--- src/design/vdm_defines.svh ---
`ifndef VDM_DEFINES_SVH
`define VDM_DEFINES_SVH

// ----------------------------------------
// Register offsets
// ----------------------------------------
`define VDM_OFS_DIS_TIME   8'h25
`define VDM_OFS_DIS_STATE  8'h26
`define VDM_OFS_SRC_STATE  8'h27
`define VDM_OFS_MON_CFG    8'h2E

// ----------------------------------------
// Field positions
// ----------------------------------------
`define VDM_COEF_HI        7
`define VDM_COEF_LO        4
`define VDM_DIS_ACT_BIT    7
`define VDM_SRC_ON_BIT     0
`define VDM_OVLO_OFF_BIT   6
`define VDM_RANGE_OFF_BIT  4
`define VDM_SAFE0_HI       2
`define VDM_SAFE0_LO       1
`define VDM_UVLO_OFF_BIT   0

// ----------------------------------------
// Reset values
// ----------------------------------------
`define VDM_RST_COEF       4'h6
`define VDM_RST_TIME_LOW   4'hF
`define VDM_RST_OVLO_OFF   1'b0
`define VDM_RST_RANGE_OFF  1'b0
`define VDM_RST_SAFE0      2'h0
`define VDM_RST_UVLO_OFF   1'b1

// ----------------------------------------
// Timing
// ----------------------------------------
`define VDM_UNIT_MS        84
`define VDM_CLK_KHZ        50000
`define VDM_UNIT_CYC       (`VDM_UNIT_MS * `VDM_CLK_KHZ)

`endif

--- src/design/vdm_pkg.sv ---
package vdm_pkg;

	typedef enum logic [1:0] {
		VDM_SAFE0_0V6 = 2'h0,
		VDM_SAFE0_0V9 = 2'h1,
		VDM_SAFE0_1V2 = 2'h2,
		VDM_SAFE0_1V8 = 2'h3
	} vdm_safe0_t;

	typedef enum logic [1:0] {
		VDM_DIS_IDLE = 2'h1,
		VDM_DIS_RUN  = 2'h2
	} vdm_dis_state_t;

endpackage

--- src/design/vdm_regs.sv ---
`timescale 1ns/100ps
`include "vdm_defines.svh"

// Notes on behaviour
// - Discharge time is coefficient times 84 ms
// - Status bit 7 shows discharge path active
// - Enable status bit 0 shows source path
// - Monitor bit 6 one disables supply overvoltage
// - Monitor bit 4 one uses undervoltage check
// - Selected bus check gates attach and path
// - Monitor bits 2:1 select safe-zero level
// - Safe-zero level feeds attach conditions
// - Monitor bit 0 one disables supply undervoltage
// - Undervoltage enabled: enable only above level
// - Overvoltage enabled: enable only below level
// - Reset loads defaults; writes override them
module vdm_regs #(
	parameter int         UNIT_CYC      = `VDM_UNIT_CYC,
	parameter logic [3:0] NVM_COEF      = `VDM_RST_COEF,
	parameter logic       NVM_OVLO_OFF  = `VDM_RST_OVLO_OFF,
	parameter logic       NVM_RANGE_OFF = `VDM_RST_RANGE_OFF,
	parameter logic [1:0] NVM_SAFE0     = `VDM_RST_SAFE0,
	parameter logic       NVM_UVLO_OFF  = `VDM_RST_UVLO_OFF
) (
	input  wire logic       mclk,
	input  wire logic       rst_n,
	input  wire logic [7:0] reg_addr,
	input  wire logic       reg_wr,
	input  wire logic [7:0] reg_wdata,
	output logic      [7:0] reg_rdata,
	input  wire logic       discharge_start,
	input  wire logic       source_req,
	input  wire logic       bus_in_range,
	input  wire logic       bus_above_uvlo,
	input  wire logic       supply_above_undervolt_level,
	input  wire logic       supply_below_overvolt_level,
	output logic            bus_valid_cond,
	output logic      [1:0] safe_zero_level_sel,
	output logic            discharge_active_flag,
	output logic            source_enable_out
);

	// ----------------------------------------
	// Write decode
	// ----------------------------------------
	logic wr_time;
	logic wr_mon;

	// Status and unmapped addresses decode to nothing, so writes there fall away
	assign wr_time = reg_wr && (reg_addr == `VDM_OFS_DIS_TIME);
	assign wr_mon  = reg_wr && (reg_addr == `VDM_OFS_MON_CFG);

	// ----------------------------------------
	// Default load
	// ----------------------------------------
	logic nvm_load_q;

	// Async reset takes constants only; the strap values land one edge later
	always_ff @(posedge mclk or negedge rst_n) begin
		if (!rst_n) begin
			nvm_load_q <= 1'b1;
		end else begin
			nvm_load_q <= 1'b0;
		end
	end

	// ----------------------------------------
	// Configuration registers
	// ----------------------------------------
	logic [3:0] coef_q;
	logic       ovlo_off_q;
	logic       range_off_q;
	logic [1:0] safe0_q;
	logic       uvlo_off_q;

	// Parameters stand in for the non-volatile defaults
	always_ff @(posedge mclk or negedge rst_n) begin
		if (!rst_n) begin
			coef_q <= `VDM_RST_COEF;
		end else if (nvm_load_q) begin
			coef_q <= NVM_COEF;
		end else if (wr_time) begin
			coef_q <= reg_wdata[`VDM_COEF_HI:`VDM_COEF_LO];
		end
	end

	always_ff @(posedge mclk or negedge rst_n) begin
		if (!rst_n) begin
			ovlo_off_q  <= `VDM_RST_OVLO_OFF;
			range_off_q <= `VDM_RST_RANGE_OFF;
			safe0_q     <= `VDM_RST_SAFE0;
			uvlo_off_q  <= `VDM_RST_UVLO_OFF;
		end else if (nvm_load_q) begin
			ovlo_off_q  <= NVM_OVLO_OFF;
			range_off_q <= NVM_RANGE_OFF;
			safe0_q     <= NVM_SAFE0;
			uvlo_off_q  <= NVM_UVLO_OFF;
		end else if (wr_mon) begin
			ovlo_off_q  <= reg_wdata[`VDM_OVLO_OFF_BIT];
			range_off_q <= reg_wdata[`VDM_RANGE_OFF_BIT];
			safe0_q     <= reg_wdata[`VDM_SAFE0_HI:`VDM_SAFE0_LO];
			uvlo_off_q  <= reg_wdata[`VDM_UVLO_OFF_BIT];
		end
	end

	// ----------------------------------------
	// Discharge timer
	// ----------------------------------------
	vdm_pkg::vdm_dis_state_t dis_state_q;
	logic [3:0]              units_q;
	logic                    unit_tick;

	vdm_unit_tick #(
		.UNIT_CYC (UNIT_CYC)
	) u_tick (
		.mclk  (mclk),
		.rst_n (rst_n),
		.run   (dis_state_q == vdm_pkg::VDM_DIS_RUN),
		.tick  (unit_tick)
	);

	// Coefficient latched at start; a later write does not stretch a running discharge
	always_ff @(posedge mclk or negedge rst_n) begin
		if (!rst_n) begin
			dis_state_q <= vdm_pkg::VDM_DIS_IDLE;
			units_q     <= 4'h0;
		end else begin
			case (dis_state_q)
				vdm_pkg::VDM_DIS_IDLE: begin
					if (discharge_start && coef_q != 4'h0) begin
						dis_state_q <= vdm_pkg::VDM_DIS_RUN;
						units_q     <= coef_q;
					end
				end
				vdm_pkg::VDM_DIS_RUN: begin
					if (unit_tick) begin
						units_q <= units_q - 4'h1;
						if (units_q == 4'h1) begin
							dis_state_q <= vdm_pkg::VDM_DIS_IDLE;
						end
					end
				end
				default: begin
					dis_state_q <= vdm_pkg::VDM_DIS_IDLE;
				end
			endcase
		end
	end

	assign discharge_active_flag = (dis_state_q == vdm_pkg::VDM_DIS_RUN);

	// ----------------------------------------
	// Monitoring and source path
	// ----------------------------------------
	logic bus_sel;
	logic bus_valid_q;

	// Source path uses the live select; the attach side gets a registered copy
	assign bus_sel             = range_off_q ? bus_above_uvlo : bus_in_range;
	assign safe_zero_level_sel = safe0_q;

	always_ff @(posedge mclk or negedge rst_n) begin
		if (!rst_n) begin
			bus_valid_q <= 1'b0;
		end else begin
			bus_valid_q <= bus_sel;
		end
	end

	assign bus_valid_cond = bus_valid_q;

	logic src_d;
	logic src_q;

	always_comb begin
		src_d = source_req && bus_sel;
		if (!uvlo_off_q && !supply_above_undervolt_level) begin
			src_d = 1'b0;
		end
		if (!ovlo_off_q && !supply_below_overvolt_level) begin
			src_d = 1'b0;
		end
		if (discharge_active_flag) begin
			src_d = 1'b0;
		end
	end

	always_ff @(posedge mclk or negedge rst_n) begin
		if (!rst_n) begin
			src_q <= 1'b0;
		end else begin
			src_q <= src_d;
		end
	end

	assign source_enable_out = src_q;

	// ----------------------------------------
	// Read mux
	// ----------------------------------------
	logic [7:0] rd_d;

	always_comb begin
		rd_d = 8'h00;
		if (reg_addr == `VDM_OFS_DIS_TIME) begin
			rd_d = {coef_q, `VDM_RST_TIME_LOW};
		end else if (reg_addr == `VDM_OFS_DIS_STATE) begin
			rd_d[`VDM_DIS_ACT_BIT] = discharge_active_flag;
		end else if (reg_addr == `VDM_OFS_SRC_STATE) begin
			rd_d[`VDM_SRC_ON_BIT] = src_q;
		end else if (reg_addr == `VDM_OFS_MON_CFG) begin
			rd_d[`VDM_OVLO_OFF_BIT]            = ovlo_off_q;
			rd_d[`VDM_RANGE_OFF_BIT]           = range_off_q;
			rd_d[`VDM_SAFE0_HI:`VDM_SAFE0_LO]  = safe0_q;
			rd_d[`VDM_UVLO_OFF_BIT]            = uvlo_off_q;
		end
	end

	always_ff @(posedge mclk or negedge rst_n) begin
		if (!rst_n) begin
			reg_rdata <= 8'h00;
		end else begin
			reg_rdata <= rd_d;
		end
	end

endmodule

--- src/design/vdm_unit_tick.sv ---
`timescale 1ns/100ps
`include "vdm_defines.svh"

// ----------------------------------------
// Discharge time unit tick divider
// ----------------------------------------
module vdm_unit_tick #(
	parameter int UNIT_CYC = `VDM_UNIT_CYC
) (
	input  wire logic mclk,
	input  wire logic rst_n,
	input  wire logic run,
	output logic      tick
);

	logic [31:0] cnt_q;

	// Restarts whenever idle so each unit is full length
	always_ff @(posedge mclk or negedge rst_n) begin
		if (!rst_n) begin
			cnt_q <= 32'h0;
		end else if (!run || tick) begin
			cnt_q <= 32'h0;
		end else begin
			cnt_q <= cnt_q + 32'h1;
		end
	end

	assign tick = run && (cnt_q == 32'(UNIT_CYC - 1));

endmodule
--- config.mk ---
export PLATFORM = sky130hd
export DESIGN_NAME = vdm_regs
export DESIGN_NICKNAME = d
export VERILOG_FILES = /design/src/design/vdm_pkg.sv /design/src/design/vdm_regs.sv /design/src/design/vdm_unit_tick.sv
export VERILOG_INCLUDE_DIRS = /design/src /design/src/design
export SDC_FILE = /design/constraint.sdc
export NUM_CORES = 1
export LEC_CHECK = 0
export ABC_AREA = 1
export BUFFER_PORTS_ARGS = -buffer_cell sky130_fd_sc_hd__buf_2
export CAP_MARGIN = 15
export CORE_MARGIN = 2
export CORE_UTILIZATION = 50
export DETAILED_ROUTE_END_ITERATION = 7
export PLACE_DENSITY = 0.76
export SYNTH_ARGS = -nofsm -noshare
export SYNTH_HDL_FRONTEND = slang
export SYNTH_HIERARCHICAL = 1
export SYNTH_SLANG_ARGS = --single-unit
export TNS_END_PERCENT = 5
--- constraint.sdc ---
create_clock -name mclk -period 1.8 [get_ports mclk]
set_input_delay 0.45 -clock mclk [delete_from_list [all_inputs] [get_ports mclk]]
set_output_delay 0.45 -clock mclk [all_outputs]
set_load 0.01 [all_outputs]
==> results of run 1 <==
==> worst paths after layout <==
kind | from | depth (start not counted) | to
worst min register to register | coef_q[2] | 2 | coef_q[2]
worst max-delay path | u_tick/cnt_q[0] | 10 | dis_state_q[1]
worst min-delay path | rst_n | 2 | u_tick/cnt_q[6]
max in group asynchronous | rst_n | 2 | dis_state_q[0]
worst max register to register | u_tick/cnt_q[0] | 10 | dis_state_q[1]
min in group mclk | reg_wdata[1] | 3 | safe_zero_level_sel[0]
==> sequential cells by signal, indices dropped and copies added (netlist names) <==
register and cells:
uvlo_off_q 1, range_off_q 1, source_enable_out 1, nvm_load_q 1, reg_rdata 8, coef_q 4, safe_zero_level_sel 2, u_tick/cnt_q 32
units_q 4, ovlo_off_q 1, dis_state_q 2, bus_valid_cond 1
==> cell type report <==
class / instances / area [um2] / area share [%]
multi-input cells: 347 / 1610 / 42.1
repair buffers: 43 / 258 / 6.74
clock inverters: 3 / 40.0 / 1.05
inverters: 55 / 206 / 5.40
well taps: 77 / 96.3 / 2.52
clock buffers: 13 / 159 / 4.15
flip-flops and latches: 58 / 1460 / 38.1
==> per-layer routing <==
metal,up-vias,share of wire (%)
met5,-,0
met4,0,2.5
met2,40,50
met3,16,3.1
li1,1527,-
met1,1361,45
==> cells by family after synthesis <==
| kind of cell | synth area share (%) |
|---|---|
| compound gates | 2.61 |
| xor+xnor | 3.18 |
| fa+ha+maj | 1.13 |
| buf+inv | 7.71 |
| flops | 44.0 |
| other cells | 0.113 |
| simple gates | 41.2 |
==> metrics by stage <==
stage | utilization [%] | worst slack [ns]
global route | 59.9 | 0.00411
finish | 59.9 | 0.139
CTS | 59.7 | 0.0981
global placement | 56.6 | 0.143
detailed placement | 56.6 | 0.125
floorplan | - | 0.177
==> cell usage after synthesis (2+ instances only) <==
master	instances	area [um2]
buf_6	4	45.0
dfrtp_1	53	1330
dfstp_2	5	131
ha_1	3	37.5
inv_1	53	199
nand2_1	156	586
nand2_2	4	25.0
nand3_1	45	225
nand3_4	2	35.0
nand4_1	2	12.5
nor2_1	91	342
nor2_2	3	18.8
nor2_4	7	78.8
o21ai_0	9	45.0
o21ai_1	3	15.0
or2_2	3	18.8
xnor2_1	5	43.8
xor2_1	7	61.3
==> power by group through the flow <==
stage	registers (mW)	logic [mW]	clock network [mW]
after floorplan	1.34	0.0357	0
after global placement	1.34	0.0999	0
after detailed placement	1.34	0.102	0
after CTS	1.32	0.103	1.25
after global routing	1.32	0.114	1.30
final	1.32	0.0994	1.22
==> summary.log, run 1 <==
[status] status complete, no violations
[clocking] clock root buffer clkbuf_8
[global_routing] largest net degree at the start of global routing 59
[clocking] buffer levels on the longest clock path 2
[layout] design area 3830 um2
[clocking] clock tree from TritonCTS yes
[route] total vias in the final route 2944
[placed_design] number of port buffers 36
[clocking] CTS Hold Buffers Added 0
[yosys] Post-synth EDFFs 0
[yosys] most instantiated flip-flop cell in the synthesis netlist dfrtp_1
[power_and_ir_drop] net switching power 581 uW
[route] number of DRC markers in iteration 0 185
[timing] shortest period the worst path allows 1.66 ns
[placed_design] placed cell areas 3610 um2
[die] Cell Rows 29
[power_and_ir_drop] PnR Total Power 2.64 mW
[timing] setup-violating endpoint count in the final report 0
[layout] final standard cell count with taps included and fillers excluded 596
[critical_path] largest driver fanout on the critical path 2
[yosys] Net Count, Synth 493
[power_and_ir_drop] Reg power frac 49.9%
[power_and_ir_drop] areal power density over the cells 691 nW/um2
[global_routing] number of global-route vias before repair 2972
[layout] diode insertion count for antenna repair 0
[layout] area overhead of the layout relative to synthesis 15.6%
[route] via/cell ratio 4.94
[layout] Filler Cells Inserted 578
[die] vertical die dimension 85.4 um
[critical_path] list of cells traversed by the critical path ha_1 -> nand2_1 -> nor2_4 -> nand3_1 -> nor2_2 -> nand2_1 -> nor2_2 -> nand2_1 -> o31ai_2 -> nand2_1
[placed_design] gp weighted congestion 0.876
[yosys] Synth Instances 465
[critical_path] Worst Setup Path Type reg -> reg
[route] number of detailed-route iterations in the first pass 4
[timing] setup clock skew after layout 0.00737 ns
[critical_path] FF-to-FF setup slack 0.14 ns
[timing] worst hold slack 0.0982 ns
[yosys] Mapped Avg Cell Area 7.12 um2
[yosys] YS warnings 6
[power_and_ir_drop] internal power 2.06 mW
[timing] RSZ-0062 raised after global routing no
[timing] final count of pins violating max slew 0
[clocking] clock transition at the register clock pins on the worst setup and hold paths after CTS 0.07 ns
[timing] final clock period utilization by the worst path 92.3%
[power_and_ir_drop] Max rail drop VDD 468 uV
[layout] commonest non-fill, non-tap cells in the layout nand2_1 (155), nor2_1 (89), inv_1 (53), dfrtp_1 (53), nand3_1 (45)
[yosys] fraction of the yosys area taken by sequential cells 44.0%
[global_routing] GRT met1 Usage 24.8%
[route] routed wire length 6.83 mm
[route] DRC Markers 0
[clocking] clock sink total 58
[timing] number of failing hold endpoints at the final stage 0
[global_routing] aggregate global-route resource usage 21.3%
[die] Chip Width 85.4 um
[clocking] Max H-tree Level 3
[global_routing] leftover overflow at the end of global routing 0
[die] area of the core 6390 um2
[yosys] flip-flop and latch count after synthesis 58
[clocking] number of CTS-inserted buffers 9
[die] initial cell density of the core 51.8%
[critical_path] slowest CP cell dfrtp_1
[global_routing] met3 capacity usage during global routing 4.38%
[power_and_ir_drop] leakage power figure 1.92 nW
[die] ports placed on the boundary 38
[power_and_ir_drop] clock group share of total power 46.3%
[route] number of nets with antenna violations after routing 0
[global_routing] met2 Resource Use GR 36.9%
[critical_path] Crit path max-delay family simple AND/OR/NAND/NOR gates
[clocking] worst-skew pair later-pin latency 0.34 ns
[placed_design] detailed-placement wirelength estimate 5.09 mm
[global_routing] global-route wire length before repair 12.4 mm
[yosys] area of the mapped netlist 3310 um2
[global_routing] number of antenna violations at the first check in global routing 0
[layout] Final #Nets 542
[critical_path] Crit path buffers/inverters 0
[critical_path] required time of the worst setup path 2.01 ns
[timing] Max Fclk 602 MHz
[critical_path] library cell appearing most often on the critical path nand2_1
[power_and_ir_drop] Sw Ratio 22.0%
[clocking] number of buffers inserted by post-CTS setup repair 0
[yosys] fraction of synthesis flops using an asynchronous set or reset pin 100%
[timing] TNS Setup 0 ns
[hold_path] classification of the worst-slack hold path in -> async
[route] wire length per cell after detailed routing 11.5 um
[global_routing] most heavily used metal layer in global routing met2
[job] number of maximum-capacitance constraint violations 0
[layout] most common cell after layout, fill and taps aside nand2_1
[placed_design] placed instance count 580
[layout] fraction of final layout cells with drive strength greater than 1 17.0%
[power_and_ir_drop] combinational cell fraction of total power 3.8%
[critical_path] critical path launch point type flip-flop
[critical_path] slowest cell delay on critical path 0.35 ns
[die] die outline area 7290 um2
[critical_path] endpoint arrival time on the critical path 1.87 ns
[critical_path] Critical Path Sink Type flip-flop
[clocking] number of instances resized during post-cts repair 0
[yosys] distinct cell type count of the synthesized netlist 28
Power figures use the tool's default switching activity.
==> run 2, diff against run 1 <==
ABC_CLOCK_PERIOD_IN_PS = 1450   (was unset)
CTS_BUF_LIST = sky130_fd_sc_hd__clkbuf_4   (was unset)
PLACE_DENSITY = 0.79   (was 0.76)
clock period = 1.45 ns   (was 1.8 ns; I/O delays follow)
==> run 2 against run 1 <==
The flow now finishes with violations (setup timing). Sequential power increased by 24%. Utilization grew 5.8 points. Largest power group unchanged. Clock skew is 0.011 ns higher. Total power increased by 11%. Combinational power up 29%. Critical path type unchanged. Design area rose by 9.7%. Die area is the same. Sequential share of layout area decreased by 3.4 points. Worst setup slack worse by 0.26 ns. First-iteration DRC count down 16%. Clock power down 4%.
==> summary.log, run 2 (synthesis gave the netlist of run 1 again) <==
[status] status finished with violations
[status] failing checks setup timing
[timing] final count of pins violating max slew 0
[clocking] clock transition at the register clock pins on the worst setup and hold paths after CTS 0.11 ns
[critical_path] endpoint arrival time on the critical path 1.87 ns
[power_and_ir_drop] net switching power 741 uW
[critical_path] Worst Setup Path Type reg -> reg
[die] Cell Rows 29
[global_routing] number of antenna violations at the first check in global routing 0
[layout] Final #Nets 586
[die] area of the core 6390 um2
[layout] most common cell after layout, fill and taps aside nand2_1
[timing] Final WS setup -0.123 ns
[route] number of DRC markers in iteration 0 156
[layout] Largest register FFs 32
[route] via/cell ratio 4.86
[global_routing] largest net degree at the start of global routing 59
[clocking] clock tree from TritonCTS yes
[power_and_ir_drop] Sw Ratio 25.2%
[clocking] clock sink total 58
[layout] Most flops, register u_tick/cnt_q
[route] routed wire length 7.67 mm
[timing] Max Fclk 636 MHz
[layout] diode insertion count for antenna repair 0
[die] initial cell density of the core 51.8%
[global_routing] number of global-route vias before repair 3098
[clocking] number of CTS-inserted buffers 9
[timing] setup clock skew after layout 0.0183 ns
[clocking] Max H-tree Level 3
[layout] fraction of the core area covered by cells at the end of the flow 65.7%
[placed_design] number of port buffers 36
[placed_design] placed instance count 621
[die] die outline area 7290 um2
[route] DRC Markers 0
[power_and_ir_drop] clock group share of total power 39.9%
[route] wire length per cell after detailed routing 12.0 um
[layout] commonest non-fill, non-tap cells in the layout nand2_1 (151), nor2_1 (80), inv_1 (53), dfrtp_1 (53), buf_4 (47)
[power_and_ir_drop] Max rail drop VDD 638 uV
[layout] registers with the highest flip-flop counts u_tick/cnt_q (32), reg_rdata (8)
[global_routing] aggregate global-route resource usage 23.0%
[layout] final standard cell count with taps included and fillers excluded 640
[route] number of detailed-route iterations in the first pass 5
[die] Chip Width 85.4 um
[timing] shortest period the worst path allows 1.57 ns
[critical_path] required time of the worst setup path 1.75 ns
[job] number of maximum-capacitance constraint violations 0
[clocking] clock root buffer clkbuf_4
[timing] final clock period utilization by the worst path 109%
[critical_path] Critical Path Sink Type flip-flop
[critical_path] critical path launch point type flip-flop
[hold_path] classification of the worst-slack hold path in -> reg
[clocking] worst-skew pair later-pin latency 0.42 ns
[timing] number of failing hold endpoints at the final stage 0
[timing] RSZ-0062 raised after global routing yes
[placed_design] gp weighted congestion 0.954
[route] total vias in the final route 3110
[placed_design] detailed-placement wirelength estimate 5.65 mm
[die] ports placed on the boundary 38
[power_and_ir_drop] internal power 2.20 mW
[layout] fraction of final layout cells with drive strength greater than 1 25.9%
[power_and_ir_drop] areal power density over the cells 700 nW/um2
[critical_path] largest driver fanout on the critical path 2
[route] number of nets with antenna violations after routing 0
[power_and_ir_drop] Reg power frac 55.7%
[timing] TNS Setup -0.501 ns
[timing] setup-violating endpoint count in the final report 13
[global_routing] leftover overflow at the end of global routing 0
[power_and_ir_drop] combinational cell fraction of total power 4.4%
[die] vertical die dimension 85.4 um
[power_and_ir_drop] leakage power figure 2.16 nW
[global_routing] global-route wire length before repair 13.3 mm
[clocking] buffer levels on the longest clock path 2
[timing] worst hold slack 0.174 ns
[power_and_ir_drop] PnR Total Power 2.94 mW
[layout] area overhead of the layout relative to synthesis 26.8%
-- run 2: final cells by class --
class | instances | area, um2
Sequential cell | 58 | 1460
Clock buffer | 9 | 67.6
Timing Repair Buffer | 87 | 609
Tap cell | 77 | 96.3
Multi-Input combinational cell | 347 | 1690
Inverter | 55 | 206
Clock inverter | 7 | 70.1
Fill cell | 553 | 2190
-- run 2: worst max-delay path, cell delays in order, from the launching register on --
cell     delay (ns)
dfrtp_1        0.41
ha_4           0.17
nand2_4        0.05
nor2_4         0.10
nand3_2        0.10
nor2_4         0.12
nand2_4        0.07
nor2_4         0.10
nand2_1        0.06
o31ai_1        0.19
nand2_1        0.09
-- run 2: repair_timing --
action                     4_1_cts  5_1_grt
buffers inserted                 2        0
pin swaps                       10        3
cloned                           0        0
setup endpoints to repair       39       39
hold buffers                     1        0
hold endpoints to repair        53        0
resized for setup               12       13
-- run 2: layer usage --
layer  share of wire (%)  global-route usage (%)
met1                  43                    27.2
met2                  51                    39.5
met3                 3.2                    4.28
met4                 2.7                    12.7
met5                   0                       0
-- run 2: power groups by stage --
| stage | Clock [mW] | Combinational [mW] | Sequential, mW |
|---|---|---|---|
| 5_1_grt | 1.26 | 0.146 | 1.64 |
| 4_1_cts | 1.19 | 0.131 | 1.64 |
| 3_5_place_dp | 0 | 0.129 | 1.67 |
| 3_3_place_gp | 0 | 0.127 | 1.67 |
| 2_1_floorplan | 0 | 0.0444 | 1.67 |
| 6_report | 1.17 | 0.128 | 1.64 |
-- run 2: through the flow --
step	instance area, um2	setup WS (ns)
6_report	4200	-0.123
4_1_cts	4160	-0.109
3_3_place_gp	3950	-0.167
5_1_grt	4200	-0.245
3_5_place_dp	3950	-0.217
2_1_floorplan	3320	-0.148
-- run 2: final timing paths --
check	from	to	slack, ns	depth (start not counted)
setup reg to reg	u_tick/cnt_q[0]	dis_state_q[1]	-0.12	10
hold / removal	reg_wdata[1]	safe_zero_level_sel[0]	0.17	3
min in group asynchronous	rst_n	u_tick/cnt_q[9]	0.47	3
hold reg to reg	coef_q[2]	coef_q[2]	0.51	2
setup / recovery	u_tick/cnt_q[0]	dis_state_q[1]	-0.12	10
max in group asynchronous	rst_n	dis_state_q[0]	0.67	3
==> run 3, diff against run 2 <==
RECOVER_POWER = 50   (was unset)
==> run 3 against run 2 <==
The flow still finishes with violations (setup timing). Via count down 0.23%. Flip-flop and latch count is the same. Largest cell class unchanged. Critical endpoint unchanged. Die area unchanged. Cell count did not move. Critical path type unchanged. Maximum frequency up 0.30%. Combinational power shrank 6%. Clock skew decreased by 0.0016 ns.
==> summary.log, run 3 (synthesis gave the netlist of run 1 again) <==
[power_and_ir_drop] areal power density over the cells 701 nW/um2
[global_routing] leftover overflow at the end of global routing 0
[clocking] buffer levels on the longest clock path 2
[timing] tightest slew margin relative to the limit 48.0%
[clocking] clock transition at the register clock pins on the worst setup and hold paths after CTS 0.11 ns
[die] area of the core 6390 um2
[route] DRC Markers 0
[clocking] number of CTS-inserted buffers 9
[route] number of DRC markers in iteration 0 130
[timing] final clock period utilization by the worst path 108%
[layout] commonest non-fill, non-tap cells in the layout nand2_1 (152), nor2_1 (81), inv_1 (53), dfrtp_1 (53), buf_4 (47)
[timing] setup-violating endpoint count in the final report 14
[die] initial cell density of the core 51.8%
[status] failing checks setup timing
[layout] Largest register FFs 32
[layout] fraction of final layout cells with drive strength greater than 1 25.4%
[global_routing] number of antenna violations at the first check in global routing 0
[critical_path] required time of the worst setup path 1.74 ns
[timing] shortest period the worst path allows 1.57 ns
[layout] Most flops, register u_tick/cnt_q
[layout] most common cell after layout, fill and taps aside nand2_1
[power_and_ir_drop] Max rail drop VDD 630 uV
[layout] Final #Nets 586
[timing] final count of pins violating max slew 0
[layout] design area 4170 um2
[critical_path] endpoint arrival time on the critical path 1.86 ns
[route] routed wire length 7.67 mm
[status] status finished with violations
[global_routing] largest net degree at the start of global routing 59
[critical_path] Critical Path Sink Type flip-flop
[layout] diode insertion count for antenna repair 0
[critical_path] critical path launch point type flip-flop
[die] die outline area 7290 um2
[route] number of detailed-route iterations in the first pass 4
[clocking] clock root buffer clkbuf_4
[timing] slew of the pin with the lowest slew margin 0.779 ns
[timing] Final WS setup -0.119 ns
[critical_path] largest driver fanout on the critical path 2
[clocking] worst-skew pair later-pin latency 0.41 ns
[timing] number of failing hold endpoints at the final stage 0
[die] ports placed on the boundary 38
[placed_design] gp weighted congestion 0.954
[die] Cell Rows 29
[job] number of maximum-capacitance constraint violations 0
[hold_path] classification of the worst-slack hold path in -> reg
[route] number of nets with antenna violations after routing 0
[layout] registers with the highest flip-flop counts u_tick/cnt_q (32), reg_rdata (8)
[placed_design] detailed-placement wirelength estimate 5.65 mm
[timing] setup clock skew after layout 0.0167 ns
[clocking] clock tree from TritonCTS yes
[placed_design] number of port buffers 36
[clocking] Max H-tree Level 3
[die] vertical die dimension 85.4 um
[route] total vias in the final route 3103
[timing] RSZ-0062 raised after global routing yes
[clocking] clock sink total 58
[timing] Max Fclk 637 MHz
[route] wire length per cell after detailed routing 12.0 um
[placed_design] placed cell areas 3950 um2
[layout] area overhead of the layout relative to synthesis 25.9%
[die] Chip Width 85.4 um
[critical_path] Worst Setup Path Type reg -> reg
[global_routing] global-route wire length before repair 13.3 mm
[layout] fraction of the core area covered by cells at the end of the flow 65.3%
[global_routing] aggregate global-route resource usage 23.0%
[global_routing] number of global-route vias before repair 3098
[route] via/cell ratio 4.85
[power_and_ir_drop] leakage power figure 2.14 nW
[run 3: cell types whose count changed in the layout (fill, tap and decap cells not counted), sizes merged]
| cell | change |
|---|---|
| buf | -2 |
| clkbuf | +2 |
[run 3: per-layer routing]
layer  GRT usage, %  up-vias  share of wire [%]
li1               -     1605                  -
met1           27.2     1427                 43
met2           39.5       56                 52
met3           4.28       15                3.0
met4           12.7        0                2.6
met5              0        -                  0
[run 3: final cells by class]
cell class | instances | area (um2)
clock inverters | 7 | 70.1
multi-input cells | 347 | 1670
fillers | 559 | 2220
well taps | 77 | 96.3
repair buffers | 87 | 596
clock buffers | 9 | 67.6
flip-flops and latches | 58 | 1460
inverters | 55 | 206
[run 3: path summary, 6_finish.rpt]
check | start | endpoint | slack [ns] | cells after the start
worst max-delay path | u_tick/cnt_q[0] | dis_state_q[1] | -0.12 | 10
worst min-delay path | reg_wdata[1] | safe_zero_level_sel[0] | 0.18 | 3
worst max register to register | u_tick/cnt_q[0] | dis_state_q[1] | -0.12 | 10
worst min register to register | coef_q[2] | coef_q[2] | 0.51 | 2
max in group asynchronous | rst_n | u_tick/cnt_q[22] | 0.26 | 3
min in group asynchronous | rst_n | u_tick/cnt_q[9] | 0.68 | 3
[run 3: power by group]
| part | switching [mW] | total [mW] | internal (mW) |
|---|---|---|---|
| Sequential | 0.00601 | 1.64 | 1.63 |
| Clock | 0.647 | 1.16 | 0.518 |
| Combinational | 0.0767 | 0.120 | 0.0431 |
[run 3: through the flow]
step	setup TNS (ns)	setup slack (ns)	hold WS [ns]	std cells	power, mW
floorplan	-0.727	-0.148	0.0669	465	1.71
global placement	-0.975	-0.167	0.390	621	1.79
detailed placement	-2.46	-0.217	0.389	621	1.80
CTS	-0.550	-0.109	0.161	640	2.96
global route	-3.95	-0.245	0.185	640	3.03
finish	-0.469	-0.119	0.184	640	2.92
[run 3: critical path: stages (launching register included)]
cell and delay, ns:
dfrtp_1 0.41, ha_4 0.17, nand2_4 0.05, nor2_4 0.10, nand3_2 0.10, nor2_4 0.12, nand2_4 0.07, nor2_4 0.10
nand2_1 0.05, o31ai_1 0.19, nand2_1 0.09
[run 3: what timing repair did]
| action | CTS | global route |
|---|---|---|
| gates resized for setup | 12 | 13 |
| pin swaps | 10 | 3 |
| hold buffers | 1 | 0 |
| endpoints found under the setup margin | 39 | 39 |
| endpoints found under the hold margin | 53 | 0 |
| setup buffers | 2 | 0 |
| cloned | 0 | 0 |
